==> src/ldhsp_defs.svh <==
// ldhsp_defs.svh: constants for the display driver host serial front end
// assumes inclusion by the design modules
`ifndef LDHSP_DEFS_SVH
`define LDHSP_DEFS_SVH
`define LDHSP_I2C_ADDR_FIXED 6'h1c
`define LDHSP_SPI_SUBADDR 2'h1
`define LDHSP_CTRL_MORE_BIT 7
`define LDHSP_CTRL_TARGET_BIT 6
`define LDHSP_SPI_DIR_BIT 7
`define LDHSP_BIT_LAST 3'h7
`define LDHSP_BIT_FIRST 3'h0
`endif

==> src/ldhsp_pkg.sv <==
// ldhsp_pkg.sv: types shared by the serial front end modules
// assumes ldhsp_defs.svh is on the include path
package ldhsp_pkg;
	typedef enum logic [1:0] {
		LDHSP_BYTE_ADDR,
		LDHSP_BYTE_CTRL,
		LDHSP_BYTE_DATA,
		LDHSP_BYTE_SKIP
	} ldhsp_byte_role_t;
endpackage : ldhsp_pkg

==> src/ldhsp_sync.sv <==
// ldhsp_sync.sv: two flip-flop synchroniser with edge detection on the clean side
// assumes the input is asynchronous to sys_clk_i
`timescale 1ns/10ps
`include "ldhsp_defs.svh"
module ldhsp_sync #(
	parameter int WIDTH = 1
) (
	input wire logic sys_clk_i,
	input wire logic rst_n_i,
	input wire logic [WIDTH-1:0] async_i,
	input wire logic [WIDTH-1:0] init_i,
	output logic [WIDTH-1:0] level_o,
	output logic [WIDTH-1:0] rise_o,
	output logic [WIDTH-1:0] fall_o
);
	logic [WIDTH-1:0] meta_q;
	logic [WIDTH-1:0] sync_q;
	logic [WIDTH-1:0] prev_q;
	logic init_done_q;
	// first stage is read only by the second stage
	always_ff @(posedge sys_clk_i or negedge rst_n_i) begin
		if (!rst_n_i) begin
			meta_q <= '0;
			sync_q <= '0;
		end else begin
			meta_q <= async_i;
			sync_q <= meta_q;
		end
	end
	// previous value seeded from the idle level, but the zero-reset stages still fake a fall and then a rise after release
	always_ff @(posedge sys_clk_i or negedge rst_n_i) begin
		if (!rst_n_i) begin
			prev_q <= '0;
			init_done_q <= 1'b0;
		end else begin
			init_done_q <= 1'b1;
			prev_q <= init_done_q ? sync_q : init_i;
		end
	end
	assign level_o = init_done_q ? sync_q : init_i;
	assign rise_o = init_done_q ? (sync_q & ~prev_q) : '0;
	assign fall_o = init_done_q ? (~sync_q & prev_q) : '0;
endmodule : ldhsp_sync

==> src/ldhsp_byte_router.sv <==
// ldhsp_byte_router.sv: control byte interpreter shared by both serial variants
// assumes one-cycle strobes from the receiving front end on sys_clk_i
`timescale 1ns/10ps
`include "ldhsp_defs.svh"
module ldhsp_byte_router
	import ldhsp_pkg::*;
(
	input wire logic sys_clk_i,
	input wire logic rst_n_i,
	input wire logic start_i,
	input wire logic byte_valid_i,
	input wire logic [7:0] byte_i,
	output logic cmd_valid_o,
	output logic [7:0] cmd_byte_o,
	output logic ram_valid_o,
	output logic [7:0] ram_byte_o
);
	ldhsp_byte_role_t role_q;
	logic more_q;
	logic target_q;
	always_ff @(posedge sys_clk_i or negedge rst_n_i) begin
		if (!rst_n_i) begin
			role_q <= LDHSP_BYTE_CTRL;
			more_q <= 1'b0;
			target_q <= 1'b0;
		end else if (start_i) begin
			role_q <= LDHSP_BYTE_CTRL;
		end else if (byte_valid_i) begin
			case (role_q)
				LDHSP_BYTE_CTRL: begin
					more_q <= byte_i[`LDHSP_CTRL_MORE_BIT];
					target_q <= byte_i[`LDHSP_CTRL_TARGET_BIT];
					role_q <= LDHSP_BYTE_DATA;
				end
				LDHSP_BYTE_DATA: begin
					// with more set, another control byte follows this data byte
					role_q <= more_q ? LDHSP_BYTE_CTRL : LDHSP_BYTE_DATA;
				end
				default: begin
					role_q <= LDHSP_BYTE_CTRL;
				end
			endcase
		end
	end
	always_ff @(posedge sys_clk_i or negedge rst_n_i) begin
		if (!rst_n_i) begin
			cmd_valid_o <= 1'b0;
			ram_valid_o <= 1'b0;
			cmd_byte_o <= 8'h00;
			ram_byte_o <= 8'h00;
		end else begin
			cmd_valid_o <= byte_valid_i && !start_i && role_q == LDHSP_BYTE_DATA && !target_q;
			ram_valid_o <= byte_valid_i && !start_i && role_q == LDHSP_BYTE_DATA && target_q;
			if (byte_valid_i) begin
				cmd_byte_o <= byte_i;
				ram_byte_o <= byte_i;
			end
		end
	end
	// a data byte goes to exactly one destination
	chk_route_exclusive: assert property (@(posedge sys_clk_i) disable iff (!rst_n_i) !(cmd_valid_o && ram_valid_o)) else $error("byte routed to both");
	chk_ctrl_no_route: assert property (@(posedge sys_clk_i) disable iff (!rst_n_i) (byte_valid_i && !start_i && role_q == LDHSP_BYTE_CTRL) |=> !(cmd_valid_o || ram_valid_o)) else $error("control byte routed");
endmodule : ldhsp_byte_router

==> src/ldhsp_serial_port.sv <==
// ldhsp_serial_port.sv: host serial front end, I2C slave receiver and transmitter or three-wire SPI
// assumes pins are asynchronous to sys_clk_i; serial clock far slower than sys_clk_i
`timescale 1ns/10ps
`include "ldhsp_defs.svh"
module ldhsp_serial_port
	import ldhsp_pkg::*;
#(
	parameter bit SPI_MODE = 1'b0
) (
	input wire logic sys_clk_i,
	input wire logic rst_n_i,
	input wire logic scl_i,
	input wire logic sda_i,
	output logic sda_o,
	output logic sda_oe_n_o,
	input wire logic select_n_i,
	input wire logic address_strap_pin_i,
	input wire logic [7:0] temperature_readout_byte_i,
	output logic cmd_valid_o,
	output logic [7:0] cmd_byte_o,
	output logic ram_valid_o,
	output logic [7:0] ram_byte_o,
	output logic busy_o
);
	import ldhsp_pkg::*;

	typedef enum logic [2:0] {
		LDHSP_IDLE,
		LDHSP_RECV,
		LDHSP_ACK,
		LDHSP_SEND,
		LDHSP_WAIT_NACK,
		LDHSP_IGNORE
	} ldhsp_state_t;

	logic scl_lvl, scl_rise, scl_fall;
	logic sda_lvl, sda_rise, sda_fall;
	logic sel_lvl, sel_rise, sel_fall;
	logic strap_q;
	logic [7:0] temp_q;
	ldhsp_state_t state_q;
	logic [2:0] bit_q;
	logic [7:0] shift_q;
	logic first_q;
	logic read_q;
	logic drive_q;
	logic out_q;
	logic skip_q;
	logic byte_valid;
	logic start_ev;
	logic stop_ev;
	logic spi_rst;
	logic [7:0] rx_byte;

	ldhsp_sync #(.WIDTH(3)) u_sync (
		.sys_clk_i(sys_clk_i),
		.rst_n_i(rst_n_i),
		.async_i({scl_i, sda_i, select_n_i}),
		.init_i(3'h7),
		.level_o({scl_lvl, sda_lvl, sel_lvl}),
		.rise_o({scl_rise, sda_rise, sel_rise}),
		.fall_o({scl_fall, sda_fall, sel_fall})
	);

	// strap and temperature are quasi static; caught by a clocked process, never at reset
	always_ff @(posedge sys_clk_i or negedge rst_n_i) begin
		if (!rst_n_i) begin
			strap_q <= 1'b0;
		end else begin
			strap_q <= address_strap_pin_i;
		end
	end
	// temperature is frozen when a read begins so the byte is self consistent
	always_ff @(posedge sys_clk_i or negedge rst_n_i) begin
		if (!rst_n_i) begin
			temp_q <= 8'h00;
		end else if (state_q != LDHSP_SEND) begin
			temp_q <= temperature_readout_byte_i;
		end
	end

	// i2c start and stop: data edges while clock high; unused in spi mode
	assign start_ev = !SPI_MODE && scl_lvl && sda_fall;
	assign stop_ev = !SPI_MODE && scl_lvl && sda_rise;
	assign spi_rst = SPI_MODE && sel_lvl;
	assign rx_byte = {shift_q[6:0], sda_lvl};

	always_ff @(posedge sys_clk_i or negedge rst_n_i) begin
		if (!rst_n_i) begin
			state_q <= LDHSP_IDLE;
			bit_q <= `LDHSP_BIT_FIRST;
			shift_q <= 8'h00;
			first_q <= 1'b1;
			read_q <= 1'b0;
		end else if (spi_rst) begin
			state_q <= LDHSP_IDLE;
			bit_q <= `LDHSP_BIT_FIRST;
			first_q <= 1'b1;
			read_q <= 1'b0;
		end else if (SPI_MODE && state_q == LDHSP_IDLE) begin
			state_q <= LDHSP_RECV;
			bit_q <= `LDHSP_BIT_FIRST;
			first_q <= 1'b1;
		end else if (start_ev) begin
			state_q <= LDHSP_RECV;
			bit_q <= `LDHSP_BIT_FIRST;
			first_q <= 1'b1;
			read_q <= 1'b0;
		end else if (stop_ev) begin
			state_q <= LDHSP_IDLE;
		end else begin
			case (state_q)
				LDHSP_RECV: begin
					if (scl_rise) begin
						shift_q <= rx_byte;
						bit_q <= bit_q + 3'h1;
						if (bit_q == `LDHSP_BIT_LAST) begin
							if (SPI_MODE && first_q) begin
								first_q <= 1'b0;
								read_q <= rx_byte[`LDHSP_SPI_DIR_BIT];
								if (rx_byte[6:5] != `LDHSP_SPI_SUBADDR) begin
									state_q <= LDHSP_IGNORE;
								end else if (rx_byte[`LDHSP_SPI_DIR_BIT]) begin
									state_q <= LDHSP_SEND;
								end
							end else if (!SPI_MODE && first_q &&
								rx_byte[7:1] != {`LDHSP_I2C_ADDR_FIXED, strap_q}) begin
								state_q <= LDHSP_IGNORE;
							end else begin
								if (first_q) begin
									read_q <= rx_byte[0];
								end
								first_q <= 1'b0;
								state_q <= SPI_MODE ? LDHSP_RECV : LDHSP_ACK;
							end
						end
					end
				end
				LDHSP_ACK: begin
					// ack lasts one full clock pulse, ended by its falling edge
					if (scl_fall && drive_q) begin
						state_q <= read_q ? LDHSP_SEND : LDHSP_RECV;
						bit_q <= `LDHSP_BIT_FIRST;
					end
				end
				LDHSP_SEND: begin
					// bit_q is the index, msb first, of the bit now on the line
					if (scl_fall && drive_q && !skip_q) begin
						if (bit_q == `LDHSP_BIT_LAST) begin
							// spi holds the last bit until select rises
							state_q <= SPI_MODE ? LDHSP_SEND : LDHSP_WAIT_NACK;
						end else begin
							bit_q <= bit_q + 3'h1;
						end
					end
				end
				LDHSP_WAIT_NACK: begin
					state_q <= LDHSP_WAIT_NACK;
				end
				default: begin
					state_q <= state_q;
				end
			endcase
		end
	end

	// pin driver: acks on i2c falling edges, data shifted out on falling edges
	always_ff @(posedge sys_clk_i or negedge rst_n_i) begin
		if (!rst_n_i) begin
			drive_q <= 1'b0;
			out_q <= 1'b1;
			skip_q <= 1'b0;
		end else if (spi_rst || start_ev || stop_ev) begin
			drive_q <= 1'b0;
			out_q <= 1'b1;
			skip_q <= 1'b0;
		end else if (SPI_MODE && state_q == LDHSP_SEND && !drive_q) begin
			// the msb goes out at once; the subaddress byte's own falling edge is not a shift
			drive_q <= 1'b1;
			out_q <= temp_q[`LDHSP_BIT_LAST];
			skip_q <= 1'b1;
		end else if (scl_fall) begin
			skip_q <= 1'b0;
			if (state_q == LDHSP_ACK && !drive_q) begin
				drive_q <= 1'b1;
				out_q <= 1'b0;
			end else if (state_q == LDHSP_ACK && read_q) begin
				out_q <= temp_q[`LDHSP_BIT_LAST];
			end else if (state_q == LDHSP_SEND && !skip_q) begin
				if (bit_q == `LDHSP_BIT_LAST) begin
					drive_q <= SPI_MODE;
				end else begin
					out_q <= temp_q[`LDHSP_BIT_LAST - bit_q - 3'h1];
				end
			end else if (state_q != LDHSP_SEND) begin
				drive_q <= 1'b0;
				out_q <= 1'b1;
			end
		end
	end

	assign sda_o = out_q;
	assign sda_oe_n_o = !drive_q;
	assign busy_o = state_q != LDHSP_IDLE;
	assign byte_valid = state_q == LDHSP_RECV && scl_rise && bit_q == `LDHSP_BIT_LAST && !first_q
		&& !spi_rst && !start_ev && !stop_ev;

	ldhsp_byte_router u_router (
		.sys_clk_i(sys_clk_i),
		.rst_n_i(rst_n_i),
		.start_i(first_q),
		.byte_valid_i(byte_valid),
		.byte_i(rx_byte),
		.cmd_valid_o(cmd_valid_o),
		.cmd_byte_o(cmd_byte_o),
		.ram_valid_o(ram_valid_o),
		.ram_byte_o(ram_byte_o)
	);

	chk_spi_held_reset: assert property (@(posedge sys_clk_i) disable iff (!rst_n_i)
		(SPI_MODE && sel_lvl) |=> (state_q == LDHSP_IDLE && !drive_q)) else $error("spi not reset");
	chk_spi_release: assert property (@(posedge sys_clk_i) disable iff (!rst_n_i)
		(SPI_MODE && sel_rise) |=> sda_oe_n_o) else $error("spi line not released");
	chk_ignore_silent: assert property (@(posedge sys_clk_i) disable iff (!rst_n_i)
		(state_q == LDHSP_IGNORE) |-> (sda_oe_n_o && !cmd_valid_o && !ram_valid_o)) else $error("ignored transfer active");
	chk_ignore_until_start: assert property (@(posedge sys_clk_i) disable iff (!rst_n_i)
		(state_q == LDHSP_IGNORE && !start_ev && !stop_ev && !spi_rst) |=> state_q == LDHSP_IGNORE) else $error("left ignore early");
	chk_ack_low: assert property (@(posedge sys_clk_i) disable iff (!rst_n_i)
		(state_q == LDHSP_ACK && !sda_oe_n_o) |-> !sda_o) else $error("ack not low");
	chk_drive_owner: assert property (@(posedge sys_clk_i) disable iff (!rst_n_i)
		!sda_oe_n_o |-> (state_q inside {LDHSP_ACK, LDHSP_SEND, LDHSP_RECV})) else $error("line driven outside ack or send");
	chk_write_on_rise: assert property (@(posedge sys_clk_i) disable iff (!rst_n_i)
		byte_valid |-> scl_rise) else $error("byte taken off rising edge");
	chk_spi_read_drive: assert property (@(posedge sys_clk_i) disable iff (!rst_n_i)
		(SPI_MODE && state_q == LDHSP_SEND && !sel_lvl) |-> ##[0:2] !sda_oe_n_o) else $error("spi read not driven");
endmodule : ldhsp_serial_port

==> config.mk <==
export PLATFORM = sky130hd
export DESIGN_NAME = ldhsp_serial_port
export DESIGN_NICKNAME = d
export VERILOG_FILES = /design/src/ldhsp_pkg.sv /design/src/ldhsp_sync.sv /design/src/ldhsp_byte_router.sv /design/src/ldhsp_serial_port.sv
export VERILOG_INCLUDE_DIRS = /design/src
export SDC_FILE = /design/constraint.sdc
export NUM_CORES = 1
export LEC_CHECK = 0
export BUFFER_PORTS_ARGS = -buffer_cell sky130_fd_sc_hd__buf_4
export CAP_MARGIN = 15
export CORE_UTILIZATION = 56
export DETAILED_ROUTE_END_ITERATION = 16
export PLACE_DENSITY = 0.9
export SYNTH_ARGS = -nofsm -noshare
export SYNTH_HDL_FRONTEND = slang
export SYNTH_SLANG_ARGS = --single-unit
==> constraint.sdc <==
create_clock -name sys_clk_i -period 2.8 [get_ports sys_clk_i]
set_clock_uncertainty 0.2 [all_clocks]
set_input_delay 0.56 -clock sys_clk_i [delete_from_list [all_inputs] [get_ports sys_clk_i]]
set_output_delay 0.56 -clock sys_clk_i [all_outputs]
set_load 0.02 [all_outputs]
---- Yosys cells after proc, flatten, opt, wreduce, memory -nomap -nowiden ----
Cells that the tools add are included.
storage, ports and cells
  memory bits (writable) .................. 0
  bits of input ports ..................... 14
  bits in latches ......................... 0
  memories ................................ 0
  bits in registers ....................... 51
  memory bits (read-only) ................. 0
  word-level logic and storage cells ...... 152
cells by class
  divide/modulo/power cells ............... 0
  $lt $le $gt $ge ......................... 1
  bitwise logic cells ..................... 7
  reductions and logical operators ........ 43
  multiplexer cells ....................... 55
  $mul .................................... 0
  equal/unequal tests ..................... 23
  add/subtract/negate cells ............... 3
  shifts and indexed selects .............. 0
operator list
  cell                                                                      number
  3-bit two-way mux                                                         17
  1-bit two-way mux                                                         30
  6-bit AND reduction                                                       3
  1-bit logical AND                                                         17
  4-bit by 3-bit inequality test with 1-bit output (second input constant)  4
  3-bit inequality test (second input constant)                             4
  3-bit one-hot mux with 4 select lines                                     1
  2-bit nonzero test                                                        6
  3-bit one-hot mux with 3 select lines                                     1
  2-bit two-way mux                                                         4
  4-bit inequality test (second input constant)                             2
  4-bit AND reduction                                                       2
  4-bit nonzero test                                                        2
  7-bit by 6-bit inequality test with 1-bit output                          1
  3-bit AND                                                                 2
  3-bit by 2-bit equality test with 1-bit output (second input constant)    2
  3-bit equality test (second input constant)                               2
  1-bit logical NOT                                                         6
  3-bit by 2-bit inequality test with 1-bit output (second input constant)  2
  3-bit inverter                                                            2
  3-bit AND reduction                                                       2
  6-bit nonzero test                                                        1
  5-bit inequality test (second input constant)                             1
  5-bit AND reduction                                                       1
  other kinds (14)                                                          17

---- Logic depth before layout (Yosys ltp) ----
Gate-level depths: netlist of the first run.
  word-level depth ........................ 11
  depth in mapped cells ................... 7
  gate-level depth less buffers ........... 6

---- Cells and area by module ----
Synthesis of the first run repeated with hierarchy kept, for this count alone.
second synthesis, totals
  cell total of the unflattened synthesis .. 217
  area, all modules ....................... 2,471.1 um^2
modules (own cells, without submodules)
  module             times used  cells each  seq. area each (um^2)  area an instance (um^2)
  ldhsp_serial_port  1           147         653.1                  1,433.9
  ldhsp_byte_router  1           49          351.6                  666.9
  ldhsp_sync         1           21          250.2                  370.4

---- Least setup slack after synthesis of the first run ----
OpenSTA, ideal clock, no wires.
  kind .................................... reg-to-reg
  start point ............................. register bit_q[0]
  end point ............................... register u_router.more_q
  slack ................................... 0.797 ns
  buffers on the path ..................... 1
  required time ........................... 2.475 ns
  period minus slack after synthesis ...... 2.003 ns
  cell stages (with the launch flop) ...... 8
  data arrival time ....................... 1.678 ns
  library setup time ...................... 0.125 ns
  path through ............................ dfrtp_1 ha_1 ha_1 nor2b_1 o2111a_1 buf_4 nand2_2 mux2_4
between the ends
  word-level cells in the longest chain between the ends .. 6
ends and longest elaborated chain
  item                                  line                      RTL
  from (decl)                           ldhsp_serial_port.sv:42   logic [2:0] bit_q;
  from (signal assigned)                ldhsp_serial_port.sv:91   bit_q <= `LDHSP_BIT_FIRST;
  from (signal assigned)                ldhsp_serial_port.sv:97   bit_q <= `LDHSP_BIT_FIRST;
  from (signal assigned)                ldhsp_serial_port.sv:102  bit_q <= `LDHSP_BIT_FIRST;
  3-bit equality test (no source line)  n/a
  1-bit logical AND (no source line)    n/a
  1-bit logical AND (3 in a row)        ldhsp_serial_port.sv:205  assign byte_valid = state_q == LDHSP_RECV && scl_rise && bit_q == `LDHSP_BIT_LAST && !first_q
  3-bit AND reduction (no source line)  n/a
  to (signal assigned)                  ldhsp_byte_router.sv:31   more_q <= byte_i[`LDHSP_CTRL_MORE_BIT];
  to (decl)                             ldhsp_byte_router.sv:19   logic more_q;
No other way between the ends.
A chain may end at the register's enable or synchronous reset.

---- Worst setup path in the final report of the first run ----
  start point ............................. register bit_q[0]
  end point ............................... register state_q[1]
between the ends
  word-level cells in the longest chain between the ends .. 3
  elaborated cells between the ends (all ways) .. 4
ends and longest elaborated chain
  item                                                               line                      RTL
  3-bit equality test (no source line) *                             n/a
  4-bit by 3-bit inequality test with 1-bit output (no source line)  n/a
  6-bit AND reduction (no source line) *                             n/a
  to (signal assigned)                                               ldhsp_serial_port.sv:134  state_q <= SPI_MODE ? LDHSP_RECV : LDHSP_ACK;
  to (signal assigned)                                               ldhsp_serial_port.sv:142  state_q <= read_q ? LDHSP_SEND : LDHSP_RECV;
  to (signal assigned)                                               ldhsp_serial_port.sv:151  state_q <= SPI_MODE ? LDHSP_SEND : LDHSP_WAIT_NACK;
  to (decl)                                                          ldhsp_serial_port.sv:41   ldhsp_state_t state_q;
Mark *: on every way between the ends. The rest lies on a longest branch, timed or not.

==> results of run 1 <==
cell usage after synthesis (2+ instances only):
cell / count / area [um^2]
dfrtp_1: 44 / 1101
nand2_1: 35 / 131.4
inv_1: 13 / 48.80
mux2_2: 13 / 146.4
buf_4: 9 / 67.56
o21ai_0: 8 / 40.04
nor2_1: 6 / 22.52
ha_1: 5 / 62.56
nand2b_1: 5 / 31.28
a21oi_1: 4 / 20.02
buf_2: 4 / 20.02
nand3b_1: 4 / 30.03
nor2b_1: 4 / 25.02
a32oi_1: 3 / 26.28
dfstp_2: 3 / 78.83
o211ai_1: 3 / 22.52
o2bb2ai_1: 3 / 26.28
xnor2_1: 3 / 26.28
a21o_1: 2 / 15.01
a221oi_1: 2 / 17.52
a31oi_1: 2 / 12.51
and3_1: 2 / 12.51
mux2_4: 2 / 30.03
mux2i_1: 2 / 20.02
mux4_2: 2 / 45.04
nand4_1: 2 / 12.51
nor3_1: 2 / 10.01
o2111a_1: 2 / 22.52
o2111ai_1: 2 / 17.52
or3_1: 2 / 12.51
report_power, final:
group,internal [mW],switching [mW],total [mW],leakage (nW)
clock network,0.174,0.213,0.388,0.0412
logic,0.0777,0.0727,0.150,0.599
registers,0.719,0.0504,0.770,0.597
total,0.972,0.336,1.31,1.24
metal layers:
| metal | GRT usage (%) | wire, um | vias to the layer above |
|---|---|---|---|
| met4 | 8.511 | 70 | 0 |
| met2 | 34.34 | 2193 | 67 |
| li1 | - | - | 807 |
| met1 | 30.86 | 1955 | 840 |
| met5 | 0 | 0 | - |
| met3 | 5.993 | 250 | 9 |
state kept, by name, indices dropped and copies added, names as in the netlist:
signal                flops
u_router.ram_valid_o      1
u_router.ram_byte_o       8
u_sync.init_done_q        1
u_sync.meta_q             2
u_router.more_q           1
u_sync.sync_q             2
temp_q                    8
first_q                   1
read_q                    1
shift_q                   7
u_router.role_q           2
strap_q                   1
u_router.cmd_valid_o      1
drive_q                   1
sda_o                     1
bit_q                     3
state_q                   3
u_sync.prev_q             2
u_router.target_q         1
worst max-delay path by stage:
| stage | start | endpoint | slack [ns] | depth (start not counted) |
|---|---|---|---|---|
| final | bit_q[0]$_DFFE_PN0P_ | state_q[1]$_DFFE_PN0P_ | 0.51 | 6 |
| after global placement | bit_q[0]$_DFFE_PN0P_ | state_q[1]$_DFFE_PN0P_ | 0.65 | 6 |
| after global routing | bit_q[0]$_DFFE_PN0P_ | state_q[1]$_DFFE_PN0P_ | 0.38 | 6 |
| after detailed placement | bit_q[0]$_DFFE_PN0P_ | state_q[1]$_DFFE_PN0P_ | 0.60 | 6 |
| after CTS | bit_q[0]$_DFFE_PN0P_ | state_q[1]$_DFFE_PN0P_ | 0.56 | 6 |
| after floorplan | bit_q[0]$_DFFE_PN0P_ | u_router.more_q$_DFFE_PN0P_ | 0.80 | 7 |
kinds of logic after synthesis:
family	Yosys count	synth area share, %
xor gates and xnor gates	4	1.493
and+or+nand+nor	72	15.94
muxes	19	10.29
AOI/OAI and AO/OA	40	13.01
DFF	47	50.27
adders and majority gates	5	2.665
buffers and inverters	28	6.183
other	1	0.1598
layout by cell type (no fill, tap or decap), types with 4 or more instances in the layout:
| cell | instances |
|---|---|
| mux2_2 | 13 |
| a21oi_1 | 4 |
| o21ai_0 | 8 |
| clkbuf_8 | 5 |
| nor2b_1 | 4 |
| nor2_1 | 6 |
| nand2b_1 | 5 |
| inv_1 | 13 |
| dfrtp_1 | 44 |
| nand3b_1 | 4 |
| nand2_1 | 35 |
| buf_4 | 35 |
| ha_1 | 5 |
worst max-delay path, cell delays in order, from the launching register on:
cell	delay (ns)
dfrtp_1	0.49
ha_1	0.25
ha_1	0.25
nand2b_1	0.19
a32oi_1	0.35
a32oi_1	0.12
a221oi_1	0.33
area by class of cell:
| type | instances | area (um^2) |
|---|---|---|
| tap | 50 | 62.56 |
| sequential | 47 | 1180 |
| inverter | 13 | 48.80 |
| clock buffer | 6 | 72.57 |
| timing repair buffer | 35 | 262.8 |
| clock inverter | 2 | 12.51 |
| fill | 306 | 1339 |
| multi-input combinational | 141 | 1022 |
==> flow_metrics.env, run 1 <==
export IMPL_die_w_um=66.74
export IMPL_finalMaxSlewViolations=0
export IMPL_synth_fp_nets=235
export IMPL_globalplace_congestion=0.8644
export IMPL_drtIter0Drc=111
export IMPL_fin_crit_ns=2.286
export IMPL_setup_tns_ns=0
export IMPL_core_um2=4000
export IMPL_holdBufCountCts=0
export IMPL_cts_buffers=5
export IMPL_r2r_setup_slack_ns=0.51
export IMPL_hold_viol_final=0
export IMPL_hold_slack_ns=0.05299
export IMPL_fin_util_pct=66.53
export IMPL_drt_first_pass_iters=4
export IMPL_portBuffers=33
export IMPL_final_nets=262
export IMPL_clock_latency_ns=0.30
export IMPL_crit_arrival_ns=2.28
export IMPL_worstMarginPinSlew_ns=0.6515
export IMPL_fin_area_um2=2661
export IMPL_ys_seq_area_share_pct=50.27
export IMPL_leakage_nw=1.237
export IMPL_vias=1723
export IMPL_dpl_cell_count=286
export IMPL_worst_slack_ns=0.5139
export IMPL_drcViolationCount=0
export IMPL_final_cells=294
export IMPL_rr_endpoint="state_q[1]$_DFFE_PN0P_"
export IMPL_dp_hpwl_mm=3.205
export IMPL_grt_pass1_vias=1561
export IMPL_critPathKind="flop to flop"
export IMPL_post_cts_setup_buffers=0
export IMPL_cts_tree="yes"
export IMPL_path_max_fanout=7
export IMPL_rows=23
export IMPL_cts_clk_slew_worst_paths_ns=0.08
export IMPL_ys_seq_elements=47
export IMPL_finalPower_mw=1.308
export IMPL_clock_sinks=47
export IMPL_r2r_start="bit_q[0]$_DFFE_PN0P_"
export IMPL_irDropWorstVdd_v=0.0004799
export IMPL_synth_area_per_cell_um2=10.87
export IMPL_p_per_area_nw_per_um2=491.4
export IMPL_grt_pass1_wl_mm=7.355
export IMPL_worstRegToRegCells=6
export IMPL_grt_ovfl_total=0
export IMPL_yosys_warnings=0
export IMPL_drv_cap=0
export IMPL_cts_buffer_depth=2
export IMPL_die_h_um=66.74
export IMPL_synthDistinctLibCells=53
export IMPL_cts_root_buf="clkbuf_8"
export IMPL_timing_final_crit_share_pct=81.65
export IMPL_status="finished, final reports clean"
export IMPL_finalWirelength_mm=4.469
export IMPL_grt_setup_unrepaired="no"
export IMPL_hold_class="input port to asynchronous set/reset pin"
export IMPL_placed_area_um2=2576
export IMPL_ant_nets=0
export IMPL_place_ws_ns=0.6013
export IMPL_synth_ff_type="dfrtp_1"
export IMPL_grt_max_degree=48
export IMPL_start_util_pct=58.68
export IMPL_drive_gt1_share_pct=27.05
export IMPL_required_ns=2.79
export IMPL_setup_viol=0
export IMPL_async_flop_share_pct=100.0
export IMPL_viasPerCell=5.861
export IMPL_netlist_area_um2=2347
export IMPL_die_area_um2=4454
export IMPL_endpoint_kind="flop"
export IMPL_relSlewSlack_pct=56.17
export IMPL_cp_start_kind="flop"
export IMPL_track_usage_pct=22.60
export IMPL_max_freq_mhz=437.4
export IMPL_synth_edf_count=0
export IMPL_syn_inst=216
export IMPL_wl_per_cell_um=15.20
export IMPL_syn_to_final_growth_pct=13.38
export IMPL_pin_count=35
export IMPL_antenna_cells=0
export IMPL_antenna_found_initial=0
export IMPL_cts_resized=0
export IMPL_htree_levels=2
Note: power is estimated with default switching activity, not from simulation.
==> run 2: changes to the inputs <==
Clock period 2.8 ns to 2.3 ns, I/O delays scaled along.
==> flow_metrics.env, run 2 (same netlist as run 1, synthesis figures left out) <==
export IMPL_die_w_um=66.74
export IMPL_max_freq_mhz=474.0
export IMPL_cp_start_kind="flop"
export IMPL_syn_to_final_growth_pct=15.51
export IMPL_hold_viol_final=0
export IMPL_wl_per_cell_um=15.19
export IMPL_setup_tns_ns=0
export IMPL_rows=23
export IMPL_worstMarginPinSlew_ns=0.5774
export IMPL_antenna_cells=0
export IMPL_critPathSlowestCell="dfrtp_1"
export IMPL_routed_wl_met3_um=250
export IMPL_drt_first_pass_iters=4
export IMPL_core_um2=4000
export IMPL_cts_buffer_depth=2
export IMPL_grt_pass1_vias=1567
export IMPL_p_per_area_nw_per_um2=597.3
export IMPL_cts_clk_slew_worst_paths_ns=0.09
export IMPL_grt_setup_unrepaired="no"
export IMPL_drcViolationCount=0
export IMPL_grt_ovfl_total=0
export IMPL_viasPerCell=5.763
export IMPL_fin_area_um2=2711
export IMPL_required_ns=2.29
export IMPL_p_clk_share_pct=30.3
export IMPL_placed_area_um2=2614
export IMPL_seq_power_share_pct=57.0
export IMPL_cp_top_family="compound AO/OA/AOI/OAI gates"
export IMPL_finalMaxSlewViolations=0
export IMPL_combPwrFrac_pct=12.7
export IMPL_portBuffers=33
export IMPL_clock_sinks=47
export IMPL_cts_buffers=5
export IMPL_path_buf_inv=0
export IMPL_internal_power_mw=1.195
export IMPL_ant_nets=0
export IMPL_dpl_cell_count=291
export IMPL_track_usage_pct=22.93
export IMPL_clock_latency_ns=0.30
export IMPL_leakage_nw=1.272
export IMPL_final_nets=268
export IMPL_die_area_um2=4454
export IMPL_drive_gt1_share_pct=28.80
export IMPL_start_util_pct=58.68
export IMPL_finalWirelength_mm=4.556
export IMPL_globalplace_congestion=0.8461
export IMPL_grt_max_degree=48
export IMPL_htree_levels=2
export IMPL_pin_count=35
export IMPL_wl_met1_mm=1.982
export IMPL_die_h_um=66.74
export IMPL_endpoint_kind="flop"
export IMPL_relSlewSlack_pct=61.51
export IMPL_cts_resized=0
export IMPL_final_cells=300
export IMPL_final_cell_mix="dfrtp_1 (44), buf_4 (40), nand2_1 (35), inv_1 (13), mux2_2 (13)"
export IMPL_antenna_found_initial=0
export IMPL_dp_hpwl_mm=3.345
export IMPL_vias=1729
export IMPL_reg_top3="temp_q: 8 flops, u_router.ram_byte_o: 8 flops, shift_q: 7 flops"
export IMPL_power_switching_mw=0.4243
export IMPL_layout_commonest_cell="dfrtp_1"
export IMPL_finalPower_mw=1.620
export IMPL_crit_arrival_ns=2.10
export IMPL_critPathKind="flop to flop"
export IMPL_drtIter0Drc=114
export IMPL_fin_crit_ns=2.110
export IMPL_top_layer="met4"
export IMPL_drv_cap=0
export IMPL_wl_met2_mm=2.253
export IMPL_swShare_pct=26.20
export IMPL_cts_root_buf="clkbuf_8"
export IMPL_path_max_fanout=7
export IMPL_cpPeakStageDelay_ns=0.40
export IMPL_irDropWorstVdd_v=0.0005967
export IMPL_timing_final_crit_share_pct=91.73
export IMPL_crit_chain="ha_1 -> ha_1 -> nand2b_1 -> a32oi_1 -> a32oi_1 -> a221oi_1"
export IMPL_setup_viol=0
export IMPL_cts_tree="yes"
export IMPL_grt_pass1_wl_mm=7.410
export IMPL_status="finished, final reports clean"
export IMPL_hold_class="input port to flop"
## run 2: metal layers
layer / vias up / track usage (%)
met5: - / 0
met4: 0 / 8.511
met3: 10 / 5.993
met2: 65 / 34.85
met1: 831 / 31.38
li1: 823 / -
## run 2: through the flow
stage / hold slack (ns) / util [%] / worst slack [ns]
after floorplan: -0.03559 / - / 0.2970
after global placement: 0.1326 / 65.34 / 0.2905
after detailed placement: 0.1403 / 65.34 / 0.2594
after CTS: 0.05340 / 67.78 / 0.2091
after global routing: 0.04375 / 67.78 / 0.03800
final: 0.06237 / 67.78 / 0.1902
## run 2: path summary, 6_finish.rpt
path / start / end / slack, ns / depth (start not counted)
max reg2reg: bit_q[1]$_DFFE_PN0P_ / state_q[1]$_DFFE_PN0P_ / 0.19 / 6
min in group asynchronous: rst_n_i / u_router.more_q$_DFFE_PN0P_ / 0.50 / 2
min reg2reg: u_sync.meta_q[2]$_DFF_PN0_ / u_sync.sync_q[2]$_DFF_PN0_ / 0.16 / 0
max in group asynchronous: rst_n_i / temp_q[1]$_DFFE_PN0P_ / 1.01 / 2
min: sda_i / u_sync.meta_q[1]$_DFF_PN0_ / 0.06 / 1
max: bit_q[1]$_DFFE_PN0P_ / state_q[1]$_DFFE_PN0P_ / 0.19 / 6
## run 2: power by group through the flow
stage | sequential [mW] | clock (mW) | combinational, mW
finish | 0.924 | 0.490 | 0.206
global route | 0.931 | 0.540 | 0.226
CTS | 0.922 | 0.501 | 0.208
detailed placement | 0.938 | 0 | 0.206
global placement | 0.934 | 0 | 0.192
floorplan | 0.928 | 0 | 0.131
## run 2: area by class of cell
cell class	instances	area (um^2)
multi-input combinational	141	1022
sequential	47	1180
fill	301	1289
clock inverter	3	18.77
tap	50	62.56
inverter	13	48.80
timing repair buffer	41	310.3
clock buffer	5	68.82
## run 2: timing repair
action                                  4_1_cts  5_1_grt
setup buffers                                 0        0
hold endpoints to repair                     44        0
hold buffers                                  1        0
endpoints found under the setup margin        0        0
==> run 3: changes to the inputs <==
Settings changed: SETUP_SLACK_MARGIN from default to 0.3.
==> flow_metrics.env, run 3 (same netlist as run 1, synthesis figures left out) <==
export IMPL_finalWirelength_mm=4.809
export IMPL_required_ns=1.64
export IMPL_die_h_um=66.74
export IMPL_fin_crit_ns=1.952
export IMPL_r2r_start="bit_q[0]$_DFFE_PN0P_"
export IMPL_critPathSlowestCell="dfrtp_1"
export IMPL_r2r_setup_slack_ns=0.40
export IMPL_setup_viol=0
export IMPL_crit_chain="or3_4 -> buf_6"
export IMPL_endpoint_kind="output pin"
export IMPL_htree_levels=2
export IMPL_crit_arrival_ns=1.29
export IMPL_antenna_cells=0
export IMPL_die_w_um=66.74
export IMPL_critPathKind="flop to output pin"
export IMPL_setup_tns_ns=0
export IMPL_track_usage_pct=24.01
export IMPL_rows=23
export IMPL_rr_endpoint="bit_q[2]$_DFFE_PN0P_"
export IMPL_path_max_fanout=9
export IMPL_worstMarginPinSlew_ns=0.5899
export IMPL_drtIter0Drc=104
export IMPL_layout_commonest_cell="buf_4"
export IMPL_status="finished, final reports clean"
export IMPL_startpoint="state_q[2]$_DFFE_PN0P_"
export IMPL_grt_max_degree=48
export IMPL_portBuffers=33
export IMPL_timing_final_crit_share_pct=84.86
export IMPL_hold_class="input port to flop"
export IMPL_pin_count=35
export IMPL_cts_clk_slew_worst_paths_ns=0.08
export IMPL_globalplace_congestion=0.8623
export IMPL_relSlewSlack_pct=60.67
export IMPL_final_cell_mix="buf_4 (43), dfrtp_1 (42), nand2_1 (35), inv_1 (13), mux2_2 (13)"
export IMPL_p_per_area_nw_per_um2=592.2
export IMPL_crit_path_end="busy_o"
export IMPL_placed_area_um2=2608
export IMPL_finalMaxSlewViolations=0
export IMPL_worstRegToRegCells=6
export IMPL_grt_setup_unrepaired="no"
export IMPL_vias=1785
export IMPL_ant_nets=0
export IMPL_cts_buffers=5
export IMPL_cts_root_buf="clkbuf_8"
export IMPL_hold_viol_final=0
export IMPL_viasPerCell=5.852
export IMPL_wl_per_cell_um=15.77
export IMPL_fin_area_um2=2816
export IMPL_reg_top3="temp_q: 8 flops, u_router.ram_byte_o: 8 flops, shift_q: 7 flops"
export IMPL_grt_pass1_vias=1678
export IMPL_worst_slack_ns=0.3482
export IMPL_cts_buffer_depth=2
export IMPL_place_ws_ns=0.1648
export IMPL_antenna_found_initial=0
export IMPL_core_um2=4000
export IMPL_cts_tree="yes"
export IMPL_grt_pass1_wl_mm=7.783
export IMPL_dp_hpwl_mm=3.257
export IMPL_fill_cells=294
export IMPL_leakage_nw=1.321
export IMPL_final_nets=273
export IMPL_cpPeakStageDelay_ns=0.49
export IMPL_drcViolationCount=0
export IMPL_drive_gt1_share_pct=33.73
export IMPL_start_util_pct=58.68
export IMPL_clock_latency_ns=0.31
export IMPL_irDropWorstVdd_v=0.0005139
export IMPL_clock_sinks=47
export IMPL_grt_ovfl_total=0
export IMPL_drv_cap=0
export IMPL_drt_first_pass_iters=4
export IMPL_die_area_um2=4454
export IMPL_syn_to_final_growth_pct=19.99
export IMPL_cp_start_kind="flop"
export IMPL_finalPower_mw=1.668
export IMPL_max_freq_mhz=512.4
## run 3: changes by cell type in the layout (fill, tap and decap cells not counted), sizes merged
cell	change
buf	+5
clkbuf	+1
clkinv	-1
## run 3: worst max-delay path: cells and delay by family (launching register included)
family | cells | cell delay [ns]
AND/OR/NAND/NOR | 1 | 0.36
flip-flops | 1 | 0.49
buffers and inverters | 1 | 0.14
## run 3: metrics by stage
stage,hold WS (ns),util (%),std cells
after floorplan,-0.03559,-,216
after global placement,0.1317,65.19,290
after detailed placement,0.1405,65.19,290
after CTS,0.05891,69.16,304
after global routing,0.05100,70.41,305
final,0.06165,70.41,305
## run 3: final cells by class
cell class / instances / area (um^2) / area share, %
Sequential cell: 47 / 1182 / 41.98
Tap cell: 50 / 62.56 / 2.221
Clock inverter: 2 / 13.76 / 0.4887
Timing Repair Buffer: 46 / 355.3 / 12.62
Inverter: 13 / 48.80 / 1.733
Multi-Input combinational cell: 141 / 1071 / 38.03
Clock buffer: 6 / 82.58 / 2.932
## run 3: how the worst min path moves through the flow
| stage | from | endpoint | slack (ns) | depth (start not counted) |
|---|---|---|---|---|
| final | sda_i | u_sync.meta_q[1]$_DFF_PN0_ | 0.06 | 1 |
| after global routing | sda_i | u_sync.meta_q[1]$_DFF_PN0_ | 0.05 | 1 |
| after CTS | sda_i | u_sync.meta_q[1]$_DFF_PN0_ | 0.06 | 1 |
| after detailed placement | u_sync.meta_q[1]$_DFF_PN0_ | u_sync.sync_q[1]$_DFF_PN0_ | 0.14 | 0 |
| after global placement | u_sync.meta_q[1]$_DFF_PN0_ | u_sync.sync_q[1]$_DFF_PN0_ | 0.13 | 0 |
| after floorplan | rst_n_i | bit_q[0]$_DFFE_PN0P_ | -0.04 | 0 |
## run 3: routing by layer
| metal | part of all wire [%] | vias up | track usage, % |
|---|---|---|---|
| met5 | 0 | - | 0 |
| met2 | 50 | 72 | 38.13 |
| met3 | 6.1 | 12 | 6.164 |
| li1 | - | 839 | - |
| met4 | 1.5 | 0 | 9.043 |
| met1 | 42 | 862 | 31.45 |
## run 3: power by group
part           switching, mW  leakage (nW)  internal [mW]
registers             0.0459         0.594          0.877
clock network          0.283        0.0516          0.246
logic                  0.104         0.676          0.113
## run 3: timing repair
item | 4_1_cts | 5_1_grt
setup buffers | 5 | 1
pin swaps | 1 | 3
endpoints found under the hold margin | 44 | 0
resized for setup | 4 | 7
endpoints found under the setup margin | 11 | 8
hold buffers | 1 | 0
